File: src/rtl/modulator_defs.svh
`ifndef MODULATOR_DEFS_SVH
`define MODULATOR_DEFS_SVH
// What this block does
// - outer deviation from mantissa, exponent, reference and band dividers
// - four-level inner symbols use one third of outer deviation
// - two-level map: code 0 bit1 positive, code 2 inverted
// - four-level map: code 1 swaps magnitudes, codes 2 and 3 negate
// - symbols taken msb pair first; swap reverses bits inside each pair
// - gaussian shaping, bt 1 or 0.5, eight phases per symbol
// - shaping interpolation factor 64, scaled by exponent, off at 11
// - amplitude keying: bit 1 max entry, bit 0 entry zero
// - nonzero mapping code reverses amplitude bit mapping
// - multi-level keying ramps through table, steps of eighth symbols
// - repeated ones hold max power, repeated zeros hold minimum
// - optional linear interpolation of power values, same factor scheme
// - interpolation ticks spaced 8 down to 4 clocks by mantissa
// - smoothing fir inserted when enabled; software sets smoothing bit
// - fir offers filter, ramp and switch configurations
// - polar mode consumes byte pairs per eighth symbol: frequency, power
// - polar frequency byte signed, deviation times byte over 128
// - polar power byte drives amplifier with table coding
// - polar and carrier modes run until the abort command
`define OFF_MODE      6'h00
`define OFF_DEV       6'h04
`define OFF_RATE      6'h08
`define OFF_CMD       6'h0C
`define OFF_STAT      6'h10
`define TABLE_SEL     5
`define TIDX_MSB      4
`define TIDX_LSB      2
`define TABLE_N       8
`define CMD_START     0
`define CMD_ABORT     1
`define MT_2FSK       4'h0
`define MT_4FSK       4'h1
`define MT_2GFSK      4'h2
`define MT_4GFSK      4'h3
`define MT_ASK        4'h5
`define MT_POLAR      4'h6
`define MT_CW         4'h7
`define FIR_FILTER    2'h0
`define FIR_RAMP      2'h1
`define DEV_BASE_ADD  28'h0000100
`define DB_SHIFT      3'h2
`define DEV_ROUND     28'h0000004
`define DEV_DIV_SHIFT 3
`define INNER_DIV     28'h0000003
`define BYTE_MSB      7
`define BYTE_BITS     4'h8
`define PHASE_LAST    3'h7
`define GAUSS_BT1     64'h403E382C20140802
`define GAUSS_BT05    64'h403A332A20160D06
`define GC_W          8
`define GAUSS_SHIFT   6
`define LOG2_MAX      3'h6
`define RATE_E_SCALE  4'h5
`define RATE_E_OFF    4'hB
`define TICK_SLOW     4'h8
`define TICK_FAST     4'h4
`define TICK_M_SHIFT  14
`define POLAR_SHIFT   7
`define OS_N          8
`define OS_FULL       4'h8
`define OS_SHIFT      3
`define PAIR_LEN      2'h2
`endif

File: src/rtl/modulator_pkg.sv
package modulator_pkg;
  typedef enum logic {ST_IDLE, ST_RUN} state_type;

  // mode word, lsb first from mod_type upward
  typedef struct packed {
    logic [1:0] fir_config;
    logic       dig_smooth_enable;
    logic       smoothing_fir_enable;
    logic [1:0] output_filter_cutoff_code;
    logic [2:0] ramp_step_duration;
    logic [2:0] max_power_entry_index;
    logic       power_interp_enable;
    logic       shaping_interp_enable;
    logic       gaussian_bandwidth_select;
    logic       symbol_bit_pair_swap;
    logic [1:0] const_map;
    logic [3:0] mod_type;
  } mode_cfg_type;

  typedef struct packed {
    logic       band_sel_mid;
    logic       ref_div_en;
    logic [3:0] fdev_e;
    logic [7:0] fdev_m;
  } dev_cfg_type;

  typedef struct packed {
    logic [3:0]  rate_e;
    logic [15:0] rate_m;
  } rate_cfg_type;

  typedef struct packed {
    logic [5:0]  addr;
    logic [31:0] wdata;
    logic        wr;
    logic        rd;
  } bus_req_type;
endpackage : modulator_pkg

File: src/rtl/digital_fsk_ask_modulator.sv
// Implementation choices: the register addresses and the address-and-strobe port.
`timescale 1ns/1ps
`default_nettype none
`include "modulator_defs.svh"

module digital_fsk_ask_modulator
  import modulator_pkg::*;
#(
  parameter int FW = 30,  // frequency word width
  parameter int PW = 8    // power code width
) (
  input  wire logic               mclk_in,        // 125 MHz clock
  input  wire logic               srst_in,        // sync reset, high
  input  wire logic               ce_in,          // low freezes all state
  input  wire bus_req_type        bus_in,         // register request
  output logic [31:0]             rdata_out,      // read data, cycle after strobe
  input  wire logic               tick8_in,       // eighth-symbol strobe
  input  wire logic [7:0]         byte_in,        // tx fifo byte
  input  wire logic               byte_valid_in,  // byte offered
  output logic                    byte_ready_out, // byte accepted this cycle
  output logic signed [FW-1:0]    freq_word_out,  // deviation word to synth
  output logic [PW-1:0]           power_level_table_out,   // power code to amplifier
  output logic                    tx_active_out   // transmission running
);

  mode_cfg_type       mode_reg, mode_next;
  dev_cfg_type        dev_reg, dev_next;
  rate_cfg_type       rate_reg, rate_next;
  logic [PW-1:0]      power_level_table_reg [`TABLE_N];
  logic [PW-1:0]      table_next [`TABLE_N];
  logic [31:0]        rdata_reg, rdata_next;
  logic [2:0]         tidx;
  logic               start_cmd, abort_command;
  state_type          state_reg, state_next;
  logic               active;
  logic [1:0]         cnt_reg, cnt_next;
  logic [7:0]         buf_reg [2];
  logic [7:0]         buf_next [2];
  logic [7:0]         shift_reg, shift_next, src;
  logic [3:0]         bits_reg, bits_next, bps;
  logic [2:0]         phase_reg, phase_next;
  logic signed [FW-1:0] prev_f_reg, prev_f_next, cur_f_reg, cur_f_next;
  logic signed [FW-1:0] polar_f_reg, polar_f_next, mag, sym_f;
  logic [PW-1:0]      polar_p_reg, polar_p_next;
  logic               cur_bit_reg, cur_bit_next, samp_pulse_reg, samp_pulse_next;
  logic               pop_one, pop_two, push, boundary, load, sym_sign, is_4;
  logic [1:0]         sym;
  logic [27:0]        dev_base, dev_word, dev_third;
  logic signed [FW+7:0] pprod;
  logic [PW-1:0]      pbyte;

  assign active = (state_reg == ST_RUN);
  assign is_4 = (mode_reg.mod_type == `MT_4FSK) || (mode_reg.mod_type == `MT_4GFSK);

  // register writes, commands and one-cycle read data
  always_comb
  begin
    mode_next = mode_reg;
    dev_next = dev_reg;
    rate_next = rate_reg;
    table_next = power_level_table_reg;
    rdata_next = '0;
    start_cmd = 1'b0;
    abort_command = 1'b0;
    tidx = bus_in.addr[`TIDX_MSB:`TIDX_LSB];
    if (bus_in.wr && bus_in.addr[`TABLE_SEL])
      table_next[tidx] = bus_in.wdata[PW-1:0];
    else if (bus_in.wr)
    begin
      case (bus_in.addr)
        `OFF_MODE: mode_next = mode_cfg_type'(bus_in.wdata[$bits(mode_cfg_type)-1:0]);
        `OFF_DEV:  dev_next = dev_cfg_type'(bus_in.wdata[$bits(dev_cfg_type)-1:0]);
        `OFF_RATE: rate_next = rate_cfg_type'(bus_in.wdata[$bits(rate_cfg_type)-1:0]);
        `OFF_CMD:
        begin
          start_cmd = bus_in.wdata[`CMD_START];
          abort_command = bus_in.wdata[`CMD_ABORT];
        end
        default: ;
      endcase
    end
    if (bus_in.rd && bus_in.addr[`TABLE_SEL])
      rdata_next = 32'(power_level_table_reg[tidx]);
    else if (bus_in.rd)
    begin
      case (bus_in.addr)
        `OFF_MODE: rdata_next = 32'(mode_reg);
        `OFF_DEV:  rdata_next = 32'(dev_reg);
        `OFF_RATE: rdata_next = 32'(rate_reg);
        `OFF_STAT: rdata_next = 32'({power_level_table_out, cnt_reg, active});
        default:   rdata_next = '0;  // unmapped and command reads give zero
      endcase
    end
  end

  always_ff @(posedge mclk_in)
  begin
    if (srst_in)
    begin
      mode_reg <= '0;
      dev_reg <= '0;
      rate_reg <= '0;
      power_level_table_reg <= '{default: '0};
      rdata_reg <= '0;
    end
    else if (ce_in)
    begin
      mode_reg <= mode_next;
      dev_reg <= dev_next;
      rate_reg <= rate_next;
      power_level_table_reg <= table_next;
      rdata_reg <= rdata_next;
    end
  end
  assign rdata_out = rdata_reg;

  // outer deviation word, rounded as d*b/8 scaling demands
  always_comb
  begin
    if (dev_reg.fdev_e == '0)
      dev_base = 28'(dev_reg.fdev_m);
    else
      dev_base = (`DEV_BASE_ADD + 28'(dev_reg.fdev_m)) << (dev_reg.fdev_e - 4'h1);
    dev_word = ((dev_base << (`DB_SHIFT + {2'h0, dev_reg.ref_div_en}
                + {2'h0, dev_reg.band_sel_mid})) + `DEV_ROUND) >> `DEV_DIV_SHIFT;
    dev_third = dev_word / `INNER_DIV;
  end

  // symbol extraction and constellation mapping
  always_comb
  begin
    src = (bits_reg == '0) ? buf_reg[0] : shift_reg;
    bps = is_4 ? 4'h2 : 4'h1;
    if (!is_4)
      sym = {1'b0, src[`BYTE_MSB]};
    else if (mode_reg.symbol_bit_pair_swap)
      sym = {src[`BYTE_MSB-1], src[`BYTE_MSB]};
    else
      sym = src[`BYTE_MSB -: 2];
    sym_sign = (is_4 ? sym[1] : sym[0]) ^ mode_reg.const_map[1];
    mag = (!is_4 || (sym[0] ^ mode_reg.const_map[0])) ? FW'(dev_word) : FW'(dev_third);
    sym_f = sym_sign ? mag : -mag;
  end

  assign boundary = tick8_in && (phase_reg == `PHASE_LAST);
  assign load = active && boundary && (bits_reg != '0 || cnt_reg != '0)
                && (mode_reg.mod_type <= `MT_4GFSK || mode_reg.mod_type == `MT_ASK);
  assign push = byte_valid_in && byte_ready_out;
  assign byte_ready_out = active && (cnt_reg != `PAIR_LEN);
  assign pbyte = buf_reg[1];
  assign pprod = $signed({{(FW-28){1'b0}}, dev_word}) * $signed(buf_reg[0]);

  // transmit sequencing, byte pair buffer, symbol and polar registers
  always_comb
  begin
    state_next = state_reg;
    phase_next = tick8_in ? phase_reg + 3'h1 : phase_reg;
    cnt_next = cnt_reg;
    buf_next = buf_reg;
    shift_next = shift_reg;
    bits_next = bits_reg;
    prev_f_next = prev_f_reg;
    cur_f_next = cur_f_reg;
    cur_bit_next = cur_bit_reg;
    polar_f_next = polar_f_reg;
    polar_p_next = polar_p_reg;
    pop_one = load && (bits_reg == '0);
    pop_two = active && tick8_in && (mode_reg.mod_type == `MT_POLAR)
              && (cnt_reg == `PAIR_LEN);
    if (load)
    begin
      shift_next = src << bps;
      bits_next = ((bits_reg == '0) ? `BYTE_BITS : bits_reg) - bps;
      prev_f_next = cur_f_reg;
      cur_f_next = sym_f;
      cur_bit_next = src[`BYTE_MSB] ^ (mode_reg.const_map != '0);
    end
    if (pop_two)
    begin
      polar_f_next = FW'(pprod >>> `POLAR_SHIFT);
      polar_p_next = buf_reg[1];
      cnt_next = '0;
    end
    else if (pop_one)
    begin
      buf_next[0] = buf_reg[1];
      cnt_next = cnt_reg - 2'h1;
    end
    if (push)
    begin
      buf_next[cnt_next[0]] = byte_in;
      cnt_next = cnt_next + 2'h1;
    end
    // only the abort command ends a running transmission
    if (start_cmd)
      state_next = ST_RUN;
    if (abort_command)
      state_next = ST_IDLE;
    if (state_next == ST_IDLE)
    begin
      cnt_next = '0;
      bits_next = '0;
      phase_next = '0;
      prev_f_next = '0;
      cur_f_next = '0;
    end
    samp_pulse_next = (state_next == ST_RUN) && (tick8_in || !active);
  end

  always_ff @(posedge mclk_in)
  begin
    if (srst_in)
    begin
      state_reg <= ST_IDLE;
      phase_reg <= '0;
      cnt_reg <= '0;
      buf_reg <= '{default: '0};
      shift_reg <= '0;
      bits_reg <= '0;
      prev_f_reg <= '0;
      cur_f_reg <= '0;
      cur_bit_reg <= 1'b0;
      polar_f_reg <= '0;
      polar_p_reg <= '0;
      samp_pulse_reg <= 1'b0;
    end
    else if (ce_in)
    begin
      state_reg <= state_next;
      phase_reg <= phase_next;
      cnt_reg <= cnt_next;
      buf_reg <= buf_next;
      shift_reg <= shift_next;
      bits_reg <= bits_next;
      prev_f_reg <= prev_f_next;
      cur_f_reg <= cur_f_next;
      cur_bit_reg <= cur_bit_next;
      polar_f_reg <= polar_f_next;
      polar_p_reg <= polar_p_next;
      samp_pulse_reg <= samp_pulse_next;
    end
  end

  // amplitude keying: table ramp and smoothing fir state
  logic [2:0]    ramp_idx_reg, ramp_idx_next, step_reg, step_next, max_idx;
  logic [7:0]    os_reg, os_next;
  logic [3:0]    fr_reg, fr_next, ones, frac;
  logic [PW-1:0] t0, tmax, ask_pwr;
  logic signed [PW+4:0] fir_step;
  logic          ask_tick;

  assign max_idx = mode_reg.max_power_entry_index;
  assign t0 = power_level_table_reg[0];
  assign tmax = power_level_table_reg[max_idx];
  assign ask_tick = active && tick8_in && (mode_reg.mod_type == `MT_ASK);

  always_comb
  begin
    ramp_idx_next = ramp_idx_reg;
    step_next = step_reg;
    os_next = os_reg;
    fr_next = fr_reg;
    ones = '0;
    if (ask_tick)
    begin
      os_next = {os_reg[`OS_N-2:0], cur_bit_reg};  // eight-fold oversampled bits
      if (cur_bit_reg && fr_reg < `OS_FULL)
        fr_next = fr_reg + 4'h1;
      else if (!cur_bit_reg && fr_reg != '0)
        fr_next = fr_reg - 4'h1;
      // each step lasts duration+1 eighths of a symbol
      if (step_reg >= mode_reg.ramp_step_duration)
      begin
        step_next = '0;
        if (cur_bit_reg && ramp_idx_reg < max_idx)
          ramp_idx_next = ramp_idx_reg + 3'h1;
        else if (!cur_bit_reg && ramp_idx_reg != '0)
          ramp_idx_next = ramp_idx_reg - 3'h1;
      end
      else
        step_next = step_reg + 3'h1;
    end
    for (int i = 0; i < `OS_N; i++)
      ones = ones + 4'(os_reg[i]);
    if (mode_reg.fir_config == `FIR_FILTER)
      frac = ones;
    else if (mode_reg.fir_config == `FIR_RAMP)
      frac = fr_reg;
    else
      frac = cur_bit_reg ? `OS_FULL : 4'h0;
    fir_step = ($signed({1'b0, tmax}) - $signed({1'b0, t0})) * $signed({1'b0, frac});
    if (mode_reg.smoothing_fir_enable)
      ask_pwr = t0 + PW'(fir_step >>> `OS_SHIFT);
    else if (t0 != '0)
      ask_pwr = power_level_table_reg[ramp_idx_reg];
    else
      ask_pwr = cur_bit_reg ? tmax : t0;
  end

  always_ff @(posedge mclk_in)
  begin
    if (srst_in)
    begin
      ramp_idx_reg <= '0;
      step_reg <= '0;
      os_reg <= '0;
      fr_reg <= '0;
    end
    else if (ce_in)
    begin
      ramp_idx_reg <= ramp_idx_next;
      step_reg <= step_next;
      os_reg <= os_next;
      fr_reg <= fr_next;
    end
  end

  // samples per channel: 0 frequency, 1 power
  logic signed [FW-1:0] samp [2];
  logic signed [FW-1:0] shaped;
  logic signed [FW+8:0] gprod;
  logic [63:0]          gtab;
  logic [7:0]           gcoef;

  always_comb
  begin
    gtab = mode_reg.gaussian_bandwidth_select ? `GAUSS_BT05 : `GAUSS_BT1;
    gcoef = gtab[{phase_reg, 3'h0} +: `GC_W];
    gprod = (cur_f_reg - prev_f_reg) * $signed({1'b0, gcoef});
    shaped = prev_f_reg + FW'(gprod >>> `GAUSS_SHIFT);
    samp[0] = '0;
    samp[1] = FW'(tmax);
    case (mode_reg.mod_type)
      `MT_2FSK, `MT_4FSK:   samp[0] = cur_f_reg;
      `MT_2GFSK, `MT_4GFSK: samp[0] = shaped;
      `MT_ASK:              samp[1] = FW'(ask_pwr);
      `MT_POLAR:
      begin
        samp[0] = polar_f_reg;
        samp[1] = FW'(polar_p_reg);
      end
      default: ;  // carrier and unused codes: no deviation, max power
    endcase
  end

  // interpolation tick and factor from the data-rate setting
  logic [3:0] tick_cnt_reg, tick_cnt_next, tick_space;
  logic [2:0] log2n;
  logic       itick;

  always_comb
  begin
    if (rate_reg.rate_e >= `RATE_E_SCALE)
      tick_space = `TICK_SLOW
        - 4'(({1'b0, rate_reg.rate_m} + 17'h1) >> `TICK_M_SHIFT);
    else
      tick_space = `TICK_SLOW;
    if (rate_reg.rate_e >= `RATE_E_OFF)
      log2n = '0;
    else if (rate_reg.rate_e >= `RATE_E_SCALE)
      log2n = 3'(`RATE_E_OFF - rate_reg.rate_e);
    else
      log2n = `LOG2_MAX;
    itick = active && (tick_cnt_reg >= tick_space - 4'h1);
    tick_cnt_next = itick || !active ? 4'h0 : tick_cnt_reg + 4'h1;
  end

  always_ff @(posedge mclk_in)
  begin
    if (srst_in)
      tick_cnt_reg <= '0;
    else if (ce_in)
      tick_cnt_reg <= tick_cnt_next;
  end

  // linear interpolation engine, one per channel
  logic signed [FW-1:0] cur_out [2];
  for (genvar c = 0; c < 2; c++)
  begin : g_interp
    logic signed [FW-1:0] base_reg, base_next, targ_reg, targ_next;
    logic [6:0]           k_reg, k_next;
    logic signed [FW+8:0] iprod;
    logic                 en;

    assign en = (c == 0) ? mode_reg.shaping_interp_enable : mode_reg.power_interp_enable;
    always_comb
    begin
      base_next = base_reg;
      targ_next = targ_reg;
      k_next = k_reg;
      if (samp_pulse_reg)
      begin
        base_next = cur_out[c];
        targ_next = samp[c];
        k_next = '0;
      end
      else if (!active)
      begin
        // idle drops the old target so a new run never replays the last one
        base_next = '0;
        targ_next = '0;
        k_next = '0;
      end
      else if (itick && k_reg < (7'h1 << log2n))
        k_next = k_reg + 7'h1;
      iprod = (targ_reg - base_reg) * $signed({2'h0, k_reg});
    end
    // step count limited by tick rate; slow symbols simply reach the target early
    assign cur_out[c] = en ? base_reg + FW'(iprod >>> log2n) : targ_reg;

    always_ff @(posedge mclk_in)
    begin
      if (srst_in)
      begin
        base_reg <= '0;
        targ_reg <= '0;
        k_reg <= '0;
      end
      else if (ce_in)
      begin
        base_reg <= base_next;
        targ_reg <= targ_next;
        k_reg <= k_next;
      end
    end
  end

  // registered outputs to synthesizer and amplifier
  always_ff @(posedge mclk_in)
  begin
    if (srst_in)
    begin
      freq_word_out <= '0;
      power_level_table_out <= '0;
    end
    else if (ce_in)
    begin
      freq_word_out <= active ? cur_out[0] : '0;
      power_level_table_out <= active ? cur_out[1][PW-1:0] : '0;
    end
  end
  assign tx_active_out = active;
endmodule : digital_fsk_ask_modulator
`default_nettype wire

File: config.mk
export PLATFORM = sky130hd
export DESIGN_NAME = digital_fsk_ask_modulator
export DESIGN_NICKNAME = d
export VERILOG_FILES = /design/src/rtl/modulator_pkg.sv /design/src/rtl/digital_fsk_ask_modulator.sv
export VERILOG_INCLUDE_DIRS = /design/src /design/src/rtl
export SDC_FILE = /design/constraint.sdc
export NUM_CORES = 2
export LEC_CHECK = 0
export ABC_AREA = 1
export BUFFER_PORTS_ARGS = -buffer_cell sky130_fd_sc_hd__buf_2
export CAP_MARGIN = 30
export CORE_UTILIZATION = 56
export CTS_CLUSTER_SIZE = 24
export DETAILED_ROUTE_END_ITERATION = 10
export PLACE_DENSITY = 0.75
export SLEW_MARGIN = 20
export SYNTH_ARGS = -nofsm -noshare
export SYNTH_HDL_FRONTEND = slang
export SYNTH_SLANG_ARGS = --single-unit
File: constraint.sdc
create_clock -name mclk_in -period 11.05 [get_ports mclk_in]
set_clock_uncertainty 0.15 [all_clocks]
set_input_delay 0.5525 -clock mclk_in [delete_from_list [all_inputs] [get_ports mclk_in]]
set_output_delay 0.5525 -clock mclk_in [all_outputs]
set_load 0.005 [all_outputs]
==> flow_summary.toml <==
[setup_path]
crit_path_end = "g_interp[0].base_reg[29]"
cp_slowest_cell = "fa_1"
startpoint = "g_interp[0].targ_reg[0]"
cp_max_fo = 5
crit_top_cell = "nand2_1"
reg2regPathDepth = 60
r2r_end = "g_interp[0].base_reg[29]"
cp_slowest_stage_delay_ps = 530
reg2reg_slack_ps = 610
endpoint_kind = "flip-flop"
worstPathArrival_ps = 10760
r2r_start = "g_interp[0].targ_reg[0]"
path_class = "reg -> reg"
cp_data_required_time_ps = 11370
cp-start-kind = "flip-flop"

[synth]
ys_types = 67
synth_top_area_share_pct = 21.2
ys_async_sr_fraction_pct = 0
yosysSeqAreaShare_pct = 15.0
synth.avg_cell_area_sq_um = 7.07
synth_flop_cell = "dfxtp_1"
synth-edff-count = 0
syn_inst = 8371
yosysTopAreaCell = "fa_1"
yosys_warnings = 0
netlist_top_cells_area = "fa_1 (21%), dfxtp_1 (15%), ha_1 (11%)"
synth_area_sq_mm = 0.0592
synth_seq_cells = 445

[cts]
ctsRootBufferMaster = "clkbuf_16"
clkTransAtPathRegs_ps = 60
htreeDepth = 2
cts_tree = "yes"
clock_sinks = 445
clk-insertion-delay-late_ps = 690
cts-buffers-inserted = 52
clk_path_buf_depth = 3

[timing]
slew_violations = 0
slew_headroom_pct = 32.5
finalCritPeriodShare_pct = 94.5
max_freq_mhz = 95.8
rsz0062_at_grt = "true"
layout_setup_ws_ps = 610
hold_viol_final = 0
worstMarginPinSlew_ps = 999
layout_min_cycle_time_ps = 10440
hold_ws_ps = 39.1
setup_viol = 0

[global_routing]
grt_pass1_vias = 54657
antenna_found_initial = 5
grt_usage_pct = 32.3
grt_overflow = 0
grt_pass1_wl_microns = 281000
grt_max_degree = 119

[die]
die_y_microns = 327
die_w_microns = 327
die-area_sq_mm = 0.107
start_util_pct = 56.8
row_count = 118
core_area_sq_mm = 0.104
num_io_pins = 125

[final_layout]
final_cell_area_sq_mm = 0.0642
fin_cells = 9818
layout.nets = 9598
largest_reg_flops = 60
drive_gt1_share_pct = 8.13
diodes = 0
syn_to_final_growth_pct = 8.43
utilization_pct = 61.6

[flow_run]
maxCapViolations = 0

[placement]
place_ws_ps = 194
dp_cells = 9686
place_congestion = 1.00
placed_area_sq_mm = 0.0615
port_buffers = 104
dp_hpwl_microns = 137000

[pwr]
peakVddDrop_v = 0.000155
p_leak_nw = 31.4
power.density_mw_per_mm2 = 58.5

[status]
status = "finished clean"

[drt]
vias = 55836
dr.first_iter.drc_count = 4668
wirelength_microns = 174000
wl_per_cell_microns = 17.8
ant_nets = 0
viasPerCell = 5.69
drcViolationCount = 0
drt_pre_antenna_iters = 8

[min_path]
hp-class = "in -> reg"
worst max-delay path: cells and delay by family, from the launching register on:
| kind | cells | cell delay (ps) |
|---|---|---|
| buffers and inverters | 7 | 540 |
| XOR/XNOR | 3 | 390 |
| flip-flops | 1 | 300 |
| adder cells (fa/ha/maj) | 8 | 3310 |
| AND/OR/NAND/NOR | 19 | 1970 |
| AO/OA/AOI/OAI | 23 | 3570 |
routing by layer:
metal / vias to the layer above / wire [microns] / global-route usage (%)
li1: 26695 / - / -
met1: 26752 / 72800 / 42.6
met2: 2018 / 80700 / 53.4
met3: 363 / 15000 / 5.42
met4: 8 / 5780 / 11.1
met5: - / 44 / 0
area by class of cell:
type / instances / area [sq um]
tap: 1380 / 1730
clock buffer: 66 / 1420
fill: 9648 / 40000
multi-input combinational: 6077 / 44000
clock inverter: 31 / 409
inverter: 1521 / 5720
timing repair buffer: 298 / 2040
sequential: 445 / 8910
where the power goes:
group          leakage [nW]  switching, mW  internal [mW]
sequential             3.59         0.0115           1.61
combinational          26.9          0.203         0.0666
clock                 0.891          0.798           1.07
metrics by stage:
stage          setup TNS (ps)  power (mW)
2_1_floorplan               0        1.82
3_3_place_gp                0        1.91
3_5_place_dp                0        1.92
4_1_cts                     0        3.76
5_1_grt                  -341        3.86
6_report                    0        3.76
synthesized netlist by cell type, types with 19 or more instances:
cell type     n
inv_1      1477
nand2_1    1377
nor2_1     1012
a21oi_1     663
o21ai_0     642
fa_1        628
ha_1        522
dfxtp_1     445
clkbuf_1    292
nand3_1     253
xor2_1      171
xnor2_1      96
o22ai_1      66
nor3_1       54
or2_2        53
a22oi_1      48
o211ai_1     48
nand4_1      47
o21ai_1      40
a31oi_1      38
o21bai_1     34
nand2_2      28
mux2i_1      27
buf_1        24
clkinv_1     24
o221ai_1     23
nand3_2      22
a211oi_1     19
inv_2        19
how the worst min path moves through the flow:
stage / startpoint / end / slack (ps) / cells past startpoint
floorplan: polar_p_reg[4] / polar_p_reg[4] / 270 / 2
global placement: mode_reg[16] / mode_reg[16] / 290 / 2
detailed placement: mode_reg[16] / mode_reg[16] / 300 / 2
CTS: bus_in[22] / mode_reg[20] / 6 / 3
global route: bus_in[16] / rate_reg[14] / 40 / 3
finish: bus_in[22] / mode_reg[20] / 40 / 3
layout by cell type (no fill, tap or decap), types with 53 or more instances in the layout:
cell,count
buf_4,185
xor2_1,155
buf_2,103
o22ai_1,66
dfxtp_1,440
o21ai_0,584
o21ai_1,79
nand2_1,1369
nand3_1,253
a21oi_1,634
inv_1,1461
xnor2_1,86
or2_2,53
ha_1,517
nor2_1,994
fa_1,627
logic make-up after synthesis:
group	share of synthesized area, %
buf+inv	11.9
xor+xnor	3.95
simple gates	20.0
fa+ha+maj	32.3
mux	0.456
other cells	0.00633
compound gates	16.4
flops	15.0
what timing repair did:
action	4_1_cts	5_1_grt
setup buffers	0	29
gates resized for setup	0	189
setup endpoints to repair	0	31
hold buffers	3	0
endpoints found under the hold margin	3	0
No activity file was read; power rests on OpenSTA's default activity.
